### src/design/tlr_consts.svh
`ifndef TLR_CONSTS_SVH
`define TLR_CONSTS_SVH
`define TLR_A_CTRL 8'h00
`define TLR_A_SCALE 8'h04
`define TLR_A_TIMER 8'h08
`define TLR_A_STAT 8'h0c
`define TLR_A_SMAP 8'h10
`define TLR_A_SMAP_END 8'h30
`define TLR_A_POSP 8'h40
`define TLR_A_POSP_END 8'h54
`define TLR_A_POST 8'h60
`define TLR_A_POST_END 8'h74
`define TLR_CF_REM 1:0
`define TLR_CF_DUMP 3:2
`define TLR_CF_START 5:4
`define TLR_CTRL_RST 8'h00
`define TLR_PPT_RST 16'h0064
`define TLR_PAR_MASK 20'h4077f
`define TLR_DISP_MAX 24'sh0d2eff
`define TLR_DISP_MIN 24'shfa81c1
`define TLR_NLOC 5
`define TLR_NSER 8
`define TLR_SRC_ZERO 3'h5
`define TLR_SRC_START 3'h6
`define TLR_SRC_NONE 3'h7
`endif

### src/design/tlr_pkg.sv
`default_nettype none
package tlr_pkg;
    typedef enum logic [1:0] {REM_NONE = 2'b00, REM_EXCL = 2'b01, REM_SHARED = 2'b10} tlr_rem_e;
    typedef enum logic [1:0] {DUMP_A = 2'b00, DUMP_B = 2'b01, DUMP_C = 2'b10, DUMP_D = 2'b11} tlr_dump_e;
    typedef enum logic [1:0] {FIN_STOP = 2'b00, FIN_PLAY = 2'b01, FIN_REC = 2'b10} tlr_fin_e;
    typedef enum logic [2:0] {
        MD_STOP = 3'b000, MD_PLAY = 3'b001, MD_REC = 3'b010, MD_FWD = 3'b011,
        MD_REW = 3'b100, MD_LOC = 3'b101, MD_BKSP = 3'b110
    } tlr_mode_e;
    typedef struct packed {
        logic remote;
        logic rewind_then_play_key;
        logic aux;
        logic arm;
        logic [4:0] loc;
        logic start;
        logic zero;
        logic clear;
        logic edit;
        logic stop;
        logic rew;
        logic fwd;
        logic rec;
        logic play;
        logic lifter;
        logic fader;
    } tlr_keys_s;
    typedef struct packed {
        logic rec;
        logic play;
        logic rew;
        logic fwd;
    } tlr_drive_s;
    typedef struct packed {
        tlr_mode_e mode;
        tlr_fin_e fin;
        logic [2:0] src;
        logic signed [31:0] target;
        logic signed [31:0] tape_pos;
        logic signed [31:0] zero_main;
        logic signed [31:0] zero_aux;
        logic signed [31:0] start_pos;
        logic signed [23:0] main_t;
        logic signed [23:0] aux_t;
        logic [15:0] main_f;
        logic [15:0] aux_f;
        tlr_keys_s prev;
        logic aux_sel;
        logic arm;
        logic rem_on;
        logic rem_lamp;
        logic show;
        logic [2:0] show_idx;
        logic [7:0] cfg;
        logic [15:0] ppt;
        logic [39:0] smap;
        logic [31:0] rdata;
        logic signed [23:0] disp;
        logic under;
        logic over;
        tlr_drive_s drv;
        logic lifter;
        logic fader;
    } tlr_state_s;
endpackage : tlr_pkg
`default_nettype wire

### src/design/tlr_locator.sv
`include "tlr_consts.svh"
`default_nettype none
module tlr_locator import tlr_pkg::*; (
    input wire logic clk_i,
    input wire logic nrst_i,
    input wire logic [7:0] addr_i,
    input wire logic [31:0] wdata_i,
    input wire logic wr_i,
    input wire logic rd_i,
    output logic [31:0] rdata_o,
    input wire tlr_keys_s local_keys_i,
    input wire tlr_keys_s par_keys_i,
    input wire logic [7:0] ser_keys_i,
    input wire logic tacho_pulse_i,
    input wire logic tacho_fwd_i,
    input wire logic capstan_pulse_i,
    input wire logic capstan_fwd_i,
    input wire logic dump_i,
    input wire logic tape_end_i,
    input wire logic tape_break_i,
    input wire logic tape_moving_i,
    output tlr_drive_s drive_o,
    output logic lifter_defeat_o,
    output logic fader_ready_o,
    output logic remote_lamp_o,
    output logic arm_lamp_o,
    output logic aux_ind_o,
    output logic show_pos_o,
    output logic signed [23:0] disp_o,
    output logic underflow_o,
    output logic overflow_o
);
    // ****************************************************************
    // State and retained position store
    // ****************************************************************
    tlr_state_s st_ff;
    tlr_state_s nxt_st;
    // Positions deliberately carry no reset so they outlive a reset pulse; software reloads them after power-up.
    logic signed [31:0] posp_ff [`TLR_NLOC];
    logic signed [23:0] post_ff [`TLR_NLOC];
    logic nxt_wp;
    logic nxt_wt;
    logic [2:0] nxt_widx;
    logic signed [31:0] nxt_wpos;
    logic signed [23:0] nxt_wten;
    tlr_keys_s act;
    tlr_keys_s press;
    tlr_keys_s ser_map;
    logic local_ok;
    logic remote_ok;
    logic cnt_pulse;
    logic cnt_fwd;
    logic halt;
    logic loc_hit;
    logic [2:0] loc_k;
    logic signed [23:0] act_rnd;

    function automatic logic [39:0] step(input logic signed [23:0] t, input logic [15:0] f,
                                         input logic up, input logic [15:0] ppt);
        logic [39:0] r;
        r = {t, f};
        if (up) begin
            if (16'(f + 16'h0001) >= ppt) begin
                r = {24'(t + 24'sh000001), 16'h0000};
            end else begin
                r = {t, 16'(f + 16'h0001)};
            end
        end else if (f == 16'h0000) begin
            r = {24'(t - 24'sh000001), 16'(ppt - 16'h0001)};
        end else begin
            r = {t, 16'(f - 16'h0001)};
        end
        return r;
    endfunction

    // Half a count or more rounds the tenths upward rather than cutting it off.
    function automatic logic signed [23:0] rnd(input logic signed [23:0] t, input logic [15:0] f,
                                               input logic [15:0] ppt);
        return ({f, 1'b0} >= {1'b0, ppt}) ? 24'(t + 24'sh000001) : t;
    endfunction

    // ****************************************************************
    // Next-state logic
    // ****************************************************************
    always_comb begin
        nxt_st = st_ff;
        nxt_wp = 1'b0;
        nxt_wt = 1'b0;
        nxt_widx = 3'h0;
        nxt_wpos = st_ff.tape_pos;
        nxt_wten = 24'sh000000;
        loc_hit = 1'b0;
        loc_k = 3'h0;
        ser_map = '0;
        for (int i = 0; i < `TLR_NSER; i++) begin
            if (ser_keys_i[i]) begin
                ser_map[st_ff.smap[i * 5 +: 5]] = 1'b1;
            end
        end
        local_ok = (st_ff.cfg[`TLR_CF_REM] != REM_EXCL) || !st_ff.rem_on;
        remote_ok = (st_ff.cfg[`TLR_CF_REM] == REM_NONE) || st_ff.rem_on;
        act = (local_ok ? local_keys_i : '0) |
              (remote_ok ? ((par_keys_i & `TLR_PAR_MASK) | ser_map) : '0);
        // The toggle must stay reachable from either side, else exclusive mode could lock itself out.
        act.remote = local_keys_i.remote | ser_map.remote;
        press = act & ~st_ff.prev;
        nxt_st.prev = act;
        nxt_st.lifter = act.lifter;
        nxt_st.fader = act.fader;
        if (press.remote) begin
            nxt_st.rem_on = !st_ff.rem_on;
        end
        nxt_st.rem_lamp = (st_ff.cfg[`TLR_CF_REM] == REM_NONE) || nxt_st.rem_on;

        // Tape position and both counters move together so locate targets stay valid.
        cnt_pulse = dump_i ? capstan_pulse_i : tacho_pulse_i;
        cnt_fwd = dump_i ? capstan_fwd_i : tacho_fwd_i;
        halt = tape_end_i || tape_break_i ||
               (dump_i && (st_ff.cfg[`TLR_CF_DUMP] == DUMP_B || st_ff.cfg[`TLR_CF_DUMP] == DUMP_D));
        if (cnt_pulse && !halt) begin
            nxt_st.tape_pos = cnt_fwd ? 32'(st_ff.tape_pos + 32'sh1) : 32'(st_ff.tape_pos - 32'sh1);
            {nxt_st.main_t, nxt_st.main_f} = step(st_ff.main_t, st_ff.main_f, cnt_fwd, st_ff.ppt);
            {nxt_st.aux_t, nxt_st.aux_f} = step(st_ff.aux_t, st_ff.aux_f, cnt_fwd, st_ff.ppt);
        end
        if (press.clear) begin
            if (st_ff.aux_sel) begin
                nxt_st.aux_t = 24'sh000000;
                nxt_st.aux_f = 16'h0000;
                nxt_st.zero_aux = st_ff.tape_pos;
            end else begin
                nxt_st.main_t = 24'sh000000;
                nxt_st.main_f = 16'h0000;
                nxt_st.zero_main = st_ff.tape_pos;
            end
        end
        if (press.aux) begin
            nxt_st.aux_sel = !st_ff.aux_sel;
        end
        if (press.arm) begin
            nxt_st.arm = 1'b1;
        end
        if (press != '0) begin
            nxt_st.show = 1'b0;
        end

        // ************************************************************
        // Transport and locate sequencing
        // ************************************************************
        act_rnd = st_ff.aux_sel ? rnd(st_ff.aux_t, st_ff.aux_f, st_ff.ppt) : rnd(st_ff.main_t, st_ff.main_f, st_ff.ppt);
        if (st_ff.mode == MD_LOC && st_ff.tape_pos == st_ff.target) begin
            case (st_ff.fin)
                FIN_PLAY: nxt_st.mode = MD_PLAY;
                FIN_REC: nxt_st.mode = MD_REC;
                default: nxt_st.mode = MD_STOP;
            endcase
            nxt_st.src = `TLR_SRC_NONE;
        end
        for (int k = `TLR_NLOC - 1; k >= 0; k--) begin
            if (press.loc[k]) begin
                loc_hit = 1'b1;
                loc_k = 3'(k);
            end
        end
        if (press.stop || press.edit || press.fwd || press.rew) begin
            nxt_st.mode = press.stop || press.edit ? MD_STOP : (press.fwd ? MD_FWD : MD_REW);
            nxt_st.src = `TLR_SRC_NONE;
        end else if (press.rewind_then_play_key) begin
            nxt_st.mode = MD_BKSP;
        end else if (st_ff.mode == MD_BKSP && !act.rewind_then_play_key) begin
            nxt_st.mode = MD_PLAY;
        end else if (press.play) begin
            if (st_ff.mode == MD_LOC) begin
                nxt_st.fin = act.rec ? FIN_REC : FIN_PLAY;
            end else begin
                if (st_ff.mode == MD_STOP && !tape_moving_i) begin
                    nxt_st.start_pos = st_ff.tape_pos;
                end
                nxt_st.mode = act.rec ? MD_REC : MD_PLAY;
            end
        end else if (press.zero) begin
            nxt_st.mode = MD_LOC;
            nxt_st.src = `TLR_SRC_ZERO;
            nxt_st.target = st_ff.aux_sel ? st_ff.zero_aux : st_ff.zero_main;
            nxt_st.fin = FIN_STOP;
        end else if (press.start) begin
            nxt_st.mode = MD_LOC;
            nxt_st.src = `TLR_SRC_START;
            nxt_st.target = st_ff.start_pos;
            case (st_ff.cfg[`TLR_CF_START])
                2'b01: nxt_st.fin = FIN_PLAY;
                2'b10: nxt_st.fin = FIN_REC;
                default: nxt_st.fin = FIN_STOP;
            endcase
        end else if (loc_hit) begin
            if (st_ff.arm) begin
                nxt_wp = 1'b1;
                nxt_wt = 1'b1;
                nxt_widx = loc_k;
                nxt_wten = act_rnd;
                nxt_st.arm = 1'b0;
            end else if ((st_ff.mode == MD_LOC && st_ff.src == loc_k) ||
                         (st_ff.mode == MD_STOP && act.stop)) begin
                nxt_st.show = 1'b1;
                nxt_st.show_idx = loc_k;
            end else begin
                nxt_st.mode = MD_LOC;
                nxt_st.src = loc_k;
                nxt_st.target = posp_ff[loc_k];
                nxt_st.fin = FIN_STOP;
            end
        end

        // ************************************************************
        // Register port
        // ************************************************************
        if (wr_i) begin
            if (addr_i == `TLR_A_CTRL) begin
                nxt_st.cfg = wdata_i[7:0];
            end else if (addr_i == `TLR_A_SCALE && wdata_i[15:0] != 16'h0000) begin
                nxt_st.ppt = wdata_i[15:0];
                nxt_st.main_f = 16'h0000;
                nxt_st.aux_f = 16'h0000;
            end else if (addr_i == `TLR_A_TIMER) begin
                nxt_st.main_t = wdata_i[23:0];
                nxt_st.main_f = 16'h0000;
                nxt_st.zero_main = 32'(st_ff.tape_pos - 32'($signed(wdata_i[23:0]) * $signed({1'b0, st_ff.ppt})));
            end else if (addr_i >= `TLR_A_SMAP && addr_i < `TLR_A_SMAP_END) begin
                nxt_st.smap[addr_i[4:2] * 5 +: 5] = wdata_i[4:0];
            end else if (addr_i >= `TLR_A_POSP && addr_i < `TLR_A_POSP_END) begin
                nxt_wp = 1'b1;
                nxt_widx = 3'(addr_i[7:2] - 6'(`TLR_A_POSP >> 2));
                nxt_wpos = wdata_i;
            end else if (addr_i >= `TLR_A_POST && addr_i < `TLR_A_POST_END) begin
                nxt_wt = 1'b1;
                nxt_widx = 3'(addr_i[7:2] - 6'(`TLR_A_POST >> 2));
                nxt_wten = wdata_i[23:0];
            end
        end
        nxt_st.rdata = 32'h0000_0000;
        if (rd_i) begin
            if (addr_i == `TLR_A_CTRL) begin
                nxt_st.rdata = {24'h000000, st_ff.cfg};
            end else if (addr_i == `TLR_A_SCALE) begin
                nxt_st.rdata = {16'h0000, st_ff.ppt};
            end else if (addr_i == `TLR_A_TIMER) begin
                nxt_st.rdata = 32'(signed'(rnd(st_ff.main_t, st_ff.main_f, st_ff.ppt)));
            end else if (addr_i == `TLR_A_STAT) begin
                nxt_st.rdata = {16'h0000, 1'b0, st_ff.src, 1'b0, st_ff.mode,
                                st_ff.under, st_ff.over, st_ff.show, st_ff.aux_sel,
                                st_ff.arm, st_ff.rem_lamp, st_ff.fin};
            end else if (addr_i >= `TLR_A_SMAP && addr_i < `TLR_A_SMAP_END) begin
                nxt_st.rdata = {27'h0000000, st_ff.smap[addr_i[4:2] * 5 +: 5]};
            end else if (addr_i >= `TLR_A_POSP && addr_i < `TLR_A_POSP_END) begin
                nxt_st.rdata = posp_ff[3'(addr_i[7:2] - 6'(`TLR_A_POSP >> 2))];
            end else if (addr_i >= `TLR_A_POST && addr_i < `TLR_A_POST_END) begin
                nxt_st.rdata = 32'(post_ff[3'(addr_i[7:2] - 6'(`TLR_A_POST >> 2))]);
            end
        end

        // ************************************************************
        // Display and drive outputs
        // ************************************************************
        nxt_st.disp = st_ff.show ? post_ff[st_ff.show_idx] : act_rnd;
        nxt_st.under = nxt_st.disp < `TLR_DISP_MIN;
        nxt_st.over = nxt_st.disp > `TLR_DISP_MAX;
        nxt_st.drv.fwd = nxt_st.mode == MD_FWD || (nxt_st.mode == MD_LOC && nxt_st.target > nxt_st.tape_pos);
        nxt_st.drv.rew = nxt_st.mode == MD_REW || nxt_st.mode == MD_BKSP ||
                         (nxt_st.mode == MD_LOC && nxt_st.target < nxt_st.tape_pos);
        nxt_st.drv.play = nxt_st.mode == MD_PLAY || nxt_st.mode == MD_REC;
        nxt_st.drv.rec = nxt_st.mode == MD_REC;
    end

    always_ff @(posedge clk_i or negedge nrst_i) begin
        if (!nrst_i) begin
            st_ff <= '0;
            st_ff.src <= `TLR_SRC_NONE;
            st_ff.cfg <= `TLR_CTRL_RST;
            st_ff.ppt <= `TLR_PPT_RST;
            st_ff.rem_lamp <= 1'b1;
        end else begin
            st_ff <= nxt_st;
        end
    end

    always_ff @(posedge clk_i) begin
        if (nxt_wp) begin
            posp_ff[nxt_widx] <= nxt_wpos;
        end
        if (nxt_wt) begin
            post_ff[nxt_widx] <= nxt_wten;
        end
    end

    assign rdata_o = st_ff.rdata;
    assign drive_o = st_ff.drv;
    assign lifter_defeat_o = st_ff.lifter;
    assign fader_ready_o = st_ff.fader;
    assign remote_lamp_o = st_ff.rem_lamp;
    assign arm_lamp_o = st_ff.arm;
    assign aux_ind_o = st_ff.aux_sel;
    assign show_pos_o = st_ff.show;
    assign disp_o = st_ff.disp;
    assign underflow_o = st_ff.under;
    assign overflow_o = st_ff.over;
endmodule // tlr_locator
`default_nettype wire

### config.mk
export PLATFORM = sky130hd
export DESIGN_NAME = tlr_locator
export DESIGN_NICKNAME = d
export VERILOG_FILES = /design/src/design/tlr_pkg.sv /design/src/design/tlr_locator.sv
export VERILOG_INCLUDE_DIRS = /design/src /design/src/design
export SDC_FILE = /design/constraint.sdc
export NUM_CORES = 2
export LEC_CHECK = 0
export ABC_AREA = 1
export BUFFER_PORTS_ARGS = -buffer_cell sky130_fd_sc_hd__buf_2
export CORE_MARGIN = 3
export CORE_UTILIZATION = 30
export CTS_BUF_LIST = sky130_fd_sc_hd__clkbuf_4 sky130_fd_sc_hd__clkbuf_8
export DETAILED_ROUTE_END_ITERATION = 8
export PLACE_DENSITY = 0.52
export SYNTH_ARGS = -nofsm -noshare
export SYNTH_HDL_FRONTEND = slang
export SYNTH_SLANG_ARGS = --single-unit
### constraint.sdc
create_clock -name clk_i -period 16.4 [get_ports clk_i]
set_input_delay 3.28 -clock clk_i [delete_from_list [all_inputs] [get_ports clk_i]]
set_output_delay 3.28 -clock clk_i [all_outputs]
set_load 0.02 [all_outputs]
; Word level (Yosys, flattened, before mapping)
; Memories as Yosys holds them, arrays and structs flattened.
; Index checks and enable logic that the tools add are counted.
[word_totals]
ff_bits = 402
ram_bits = 280
inputBits = 100
output_inout_bits = 68
wordCells = 385
mem_count = 2
[mem_list]
columns = name, depth, width, rd, rd_clocked_by_memory_dff, write_ports, line
row1 = posp_ff, 5, 32, 2, 0, 1, tlr_locator.sv:39  ; logic signed [31:0] posp_ff [`TLR_NLOC];
row2 = post_ff, 5, 24, 2, 0, 1, tlr_locator.sv:40  ; logic signed [23:0] post_ff [`TLR_NLOC];
[op_classes]
addsub = 15
multipliers = 2
n_lt_le_gt_ge = 30
eq_ne = 23
n_shift = 3
n_mux = 187
bitwise = 23
n_reduce_logical = 55
[ops]
columns = operator, count
row1 = 32-bit 2-to-1 mux, 26
row2 = 24-bit 2-to-1 mux, 25
row3 = 40-bit 2-to-1 mux, 11
row4 = 20-bit 2-to-1 mux, 8
row5 = 80-bit 2-to-1 mux, 2
row6 = 20-bit bitwise OR, 7
row7 = 35-bit 2-to-1 mux, 3
row8 = 3-bit 2-to-1 mux, 29
row9 = 16-bit 2-to-1 mux, 5
row10 = 64-bit 2-to-1 mux, 1
row11 = 1-bit 2-to-1 mux, 51
row12 = "24-bit by 2-bit adder with 24-bit output, second input constant", 2
row13 = "5-bit by 6-bit less-than comparator with 1-bit output, second input constant", 8
row14 = "16-bit by 1-bit subtractor with 16-bit output, second input constant", 3
row15 = "24-bit by 2-bit subtractor with 24-bit output, second input constant", 2
row16 = 40-bit bitwise mux, 1
row17 = 1-bit demux with 5-bit select, 8
row18 = "5-bit by 1-bit >= comparator with 1-bit output, second input constant", 8
row19 = "5-bit by 34-bit variable shift with 40-bit output, first input constant", 1
row20 = 40-bit by 7-bit variable part select with 5-bit output, 1
row21 = 5-bit by 34-bit variable part select with 40-bit output, 1
row22 = 19-bit 2-to-1 mux, 2
row23 = 19-bit bitwise OR, 2
row24 = 4-bit 2-to-1 mux, 9
row25 = 53 further kinds, 122

; Logic depth before layout (Yosys ltp)
[depth]
word_depth = 44
ltp_mapped = 37
mapped_depth_nobuf = 36

; Worst setup path before layout
; OpenSTA, ideal clock, no wires.
[synth_timing]
path_kind = input-to-reg
from = input port wdata_i[11]
to = register st_ff[325] in the netlist's numbering
setup_time_ps = 64
arrival_time_ps = 8691
required_ps = 16336
setup_slack_ps = 7644
cell_stages = 23
path_buffers = 2
cell_sequence = clkbuf_1 -> buf_1 -> nand2_1 -> fa_1 -> fa_1 -> inv_1 -> fa_1 -> fa_1 -> fa_1 -> inv_1 -> fa_1 -> ha_1 -> a21oi_1 -> nor2_1 -> nor2_1 -> o221ai_1 -> a21oi_1 -> nand2_1 -> a21o_1 -> or2_2 -> nand3_1 -> o21ai_0 -> inv_1
[synth_rtl]
columns = element, line
row1 = start: declaration, tlr_locator.sv:7  ; input wire logic [31:0] wdata_i,
row2 = end signal: assignment, tlr_locator.sv:281  ; st_ff <= nxt_st;
row3 = end: declaration, tlr_locator.sv:36  ; tlr_state_s st_ff;

==> impl_metrics.py <==
metrics = {
    "run_status": {
        "status": "completed",
    },
    "final_layout": {
        "layout.nets": 7880,
        "drive_gt1_frac": 0.08750,
        "final-instance-count-excl-fill": 9820,
        "areaGrowthSynthToFinish_pct": 10.44,
        "finish.instance_area_sq_mm": 0.06191,
    },
    "floorplanning": {
        "rows": 158,
        "io_pins": 168,
        "die-area_sq_mm": 0.1921,
        "core_area_sq_mm": 0.1856,
        "die_width_um": 438.3,
        "initial_core_util": 0.3020,
        "die_y_um": 438.3,
    },
    "pwr": {
        "p_leak_nw": 28.02,
        "power.total_w": 0.009800,
        "max-vdd-ir-drop_uv": 88.44,
        "powerDensity_mw_per_mm2": 158.3,
    },
    "worst_setup_path": {
        "worstPathRequired_ns": 17.21,
        "slowest_delay_ns": 0.69,
        "worstReg2RegStart": "st_ff[120]",
        "cp_num_buf_inv": 5,
        "cp_max_fo": 38,
        "path_class": "input pin to register",
        "critical-path-top-delay-family": "simple AND/OR/NAND/NOR gates",
        "crit_path_start_kind": "input pin",
        "reg2reg_to": "drive_o[0]",
        "cp.arrival_ns": 10.38,
        "critPathMostFrequentCell": "nand2_1",
        "endpoint_kind": "register",
        "crit_slowest_cell": "nor4_1",
        "r2r_slack_ns": 8.53,
        "reg2reg_depth": 27,
    },
    "sta": {
        "final.setup.tns_ns": 0,
        "relSlewSlack": 0.1731,
        "holdWs_ns": 0.4825,
        "timing.fmax_mhz": 104.6,
        "post-route-min-period_ns": 9.561,
        "hold_viol": 0,
        "grt_setup_unrepaired": "no",
        "finalSetupViolations": 0,
        "worst_slew_pin_slew_ns": 1.233,
        "fin_skew_ns": 0.04453,
        "period_share": 0.5830,
        "slew_viol_final": 0,
    },
    "global_routing": {
        "gr-usage-all-layers": 0.2330,
        "top_usage_layer": "met2",
        "grt_overflow": 0,
        "grt_pass1_vias": 50520,
        "antenna_found_initial": 20,
        "grt_pass1_wl_um": 336000,
        "met2_usage": 0.3752,
        "met3_usage": 0.03653,
        "met1_usage": 0.3080,
        "grt_max_degree": 97,
    },
    "drt": {
        "ant_nets": 0,
        "routed_wl_um": 227200,
        "num_vias": 51760,
        "vias_per_cell": 5.270,
        "drt-initial-drc-count": 5055,
        "drt-pass1-iter-count": 7,
        "drc": 0,
        "wire_per_inst_um": 23.13,
    },
    "clocking": {
        "cts_resized": 0,
        "clk_pin_slew_ns": 0.06,
        "htree_levels": 4,
        "cts.sinks": 682,
        "insertion_delay_ns": 0.91,
        "cts_setup_buffers": 0,
        "holdBufCountCts": 0,
        "cts_inserted_buffers": 133,
        "cts-root-buf": "clkbuf_8",
        "cts_tree": "yes",
        "cts_max_path_buffers": 3,
    },
    "synth": {
        "netlist_instances": 7262,
        "ys_ff_latch": 682,
        "synth-edff-count": 280,
        "synthesis.nets": 7924,
        "netlist_area_sq_mm": 0.05606,
        "synth_top_cell_by_area": "dfrtp_1",
        "synthArstFlopShare": 0.5894,
        "yosysSeqAreaShare": 0.3296,
        "ys_top_cells_by_count": "nand2_1, inv_1, o21ai_0, nor2_1, a21oi_1",
        "avgSynthCellArea_sq_um": 7.720,
        "yosysMostFrequentCell": "nand2_1",
        "ys_types": 70,
        "synth_top_area_frac": 0.1763,
        "ys_warn_count": 0,
        "ys_top_cells_by_area": "dfrtp_1, edfxtp_1, fa_1",
        "ys.flop_type": "dfrtp_1",
    },
    "placement": {
        "post_dp_cell_area_sq_mm": 0.05886,
        "dp.final_hpwl_um": 165100,
        "numPortBuffers": 158,
        "globalplace.congestion": 0.9637,
        "place_inst": 9563,
    },
    "hold_path": {
        "worstHoldPathType": "register to register",
        "hold_path.startpoint": "st_ff[259]",
        "worstHoldPathCells": 2,
        "hold_path_end": "st_ff[259]",
    },
    "flow_run": {
        "cap_violations": 0,
    },
}
==> stage by stage <==
stage                 util  worst slack [ns]
floorplan                -             7.644
global placement    0.3171             6.196
detailed placement  0.3171             6.158
CTS                 0.3333             7.116
global route        0.3334             6.399
finish              0.3335             6.839
==> layout by cell type (no fill, tap or decap), types with 96 or more instances in the layout <==
master and count:
nand2_1 1604, inv_1 965, o21ai_0 651, nor2_1 571, a21oi_1 514, dfrtp_1 393, fa_1 328, nand3_1 315
edfxtp_1 280, ha_1 234, buf_2 156, clkbuf_8 153, xor2_1 147, o211ai_1 111, buf_4 99, nor3_1 96
==> layer usage <==
| metal | routed length (um) | share of wire |
|---|---|---|
| met2 | 104700 | 0.46 |
| met1 | 96200 | 0.42 |
| met5 | 13 | 0.000057 |
| met4 | 10660 | 0.047 |
| met3 | 15610 | 0.069 |
==> area by class of cell <==
type | count | area, sq um
Fill cell | 19640 | 123700
Multi-Input combinational cell | 5139 | 31960
Sequential cell | 682 | 18480
Inverter | 1006 | 3780
Tap cell | 2480 | 3103
Clock buffer | 192 | 2399
Timing Repair Buffer | 256 | 1539
Clock inverter | 51 | 619.3
Antenna cell | 14 | 35.03
==> cells by family (layout without fill, tap and decap cells) <==
family | count (synthesis) | in the layout | share of synthesized area
other cells | 0 | 14 | 0
xor+xnor | 185 | 185 | 0.02890
buf+inv | 1441 | 1505 | 0.1023
compound gates | 1607 | 1607 | 0.1635
simple gates | 2785 | 2785 | 0.2064
fa+ha+maj | 562 | 562 | 0.1694
flops | 682 | 682 | 0.3296
==> flip-flops by register name, summed over array words and instances (netlist names) <==
signal and flops:
show_pos_o 1, arm_lamp_o 1, posp_ff 160, rdata_o 32, drive_o 4, overflow_o 1, st_ff 334, underflow_o 1
remote_lamp_o 1, disp_o 24, lifter_defeat_o 1, fader_ready_o 1, aux_ind_o 1, post_ff 120
==> worst max-delay path by stage <==
| stage | end | slack [ns] | from | cells past startpoint |
|---|---|---|---|---|
| after floorplan | st_ff[325] | 7.64 | wdata_i[11] | 23 |
| after global placement | drive_o[0] | 6.20 | tacho_fwd_i | 33 |
| after detailed placement | drive_o[0] | 6.16 | dump_i | 29 |
| after CTS | drive_o[0] | 7.12 | dump_i | 29 |
| after global routing | drive_o[0] | 6.40 | dump_i | 33 |
| final | drive_o[0] | 6.84 | dump_i | 33 |
==> power by group <==
group | total [W] | internal, W | switching (W) | leakage [nW]
combinational | 0.00509 | 0.00163 | 0.00346 | 18.9
clock | 0.00198 | 0.00114 | 0.000840 | 1.58
sequential | 0.00273 | 0.00222 | 0.000501 | 7.54
total | 0.00980 | 0.00500 | 0.00480 | 28.0
==> tightest hold or removal path: stages (launching register included) <==
cell	delay (ns)
dfrtp_1	0.34
nand2_1	0.05
o21ai_0	0.06
Note: power is estimated with default switching activity, not from simulation.
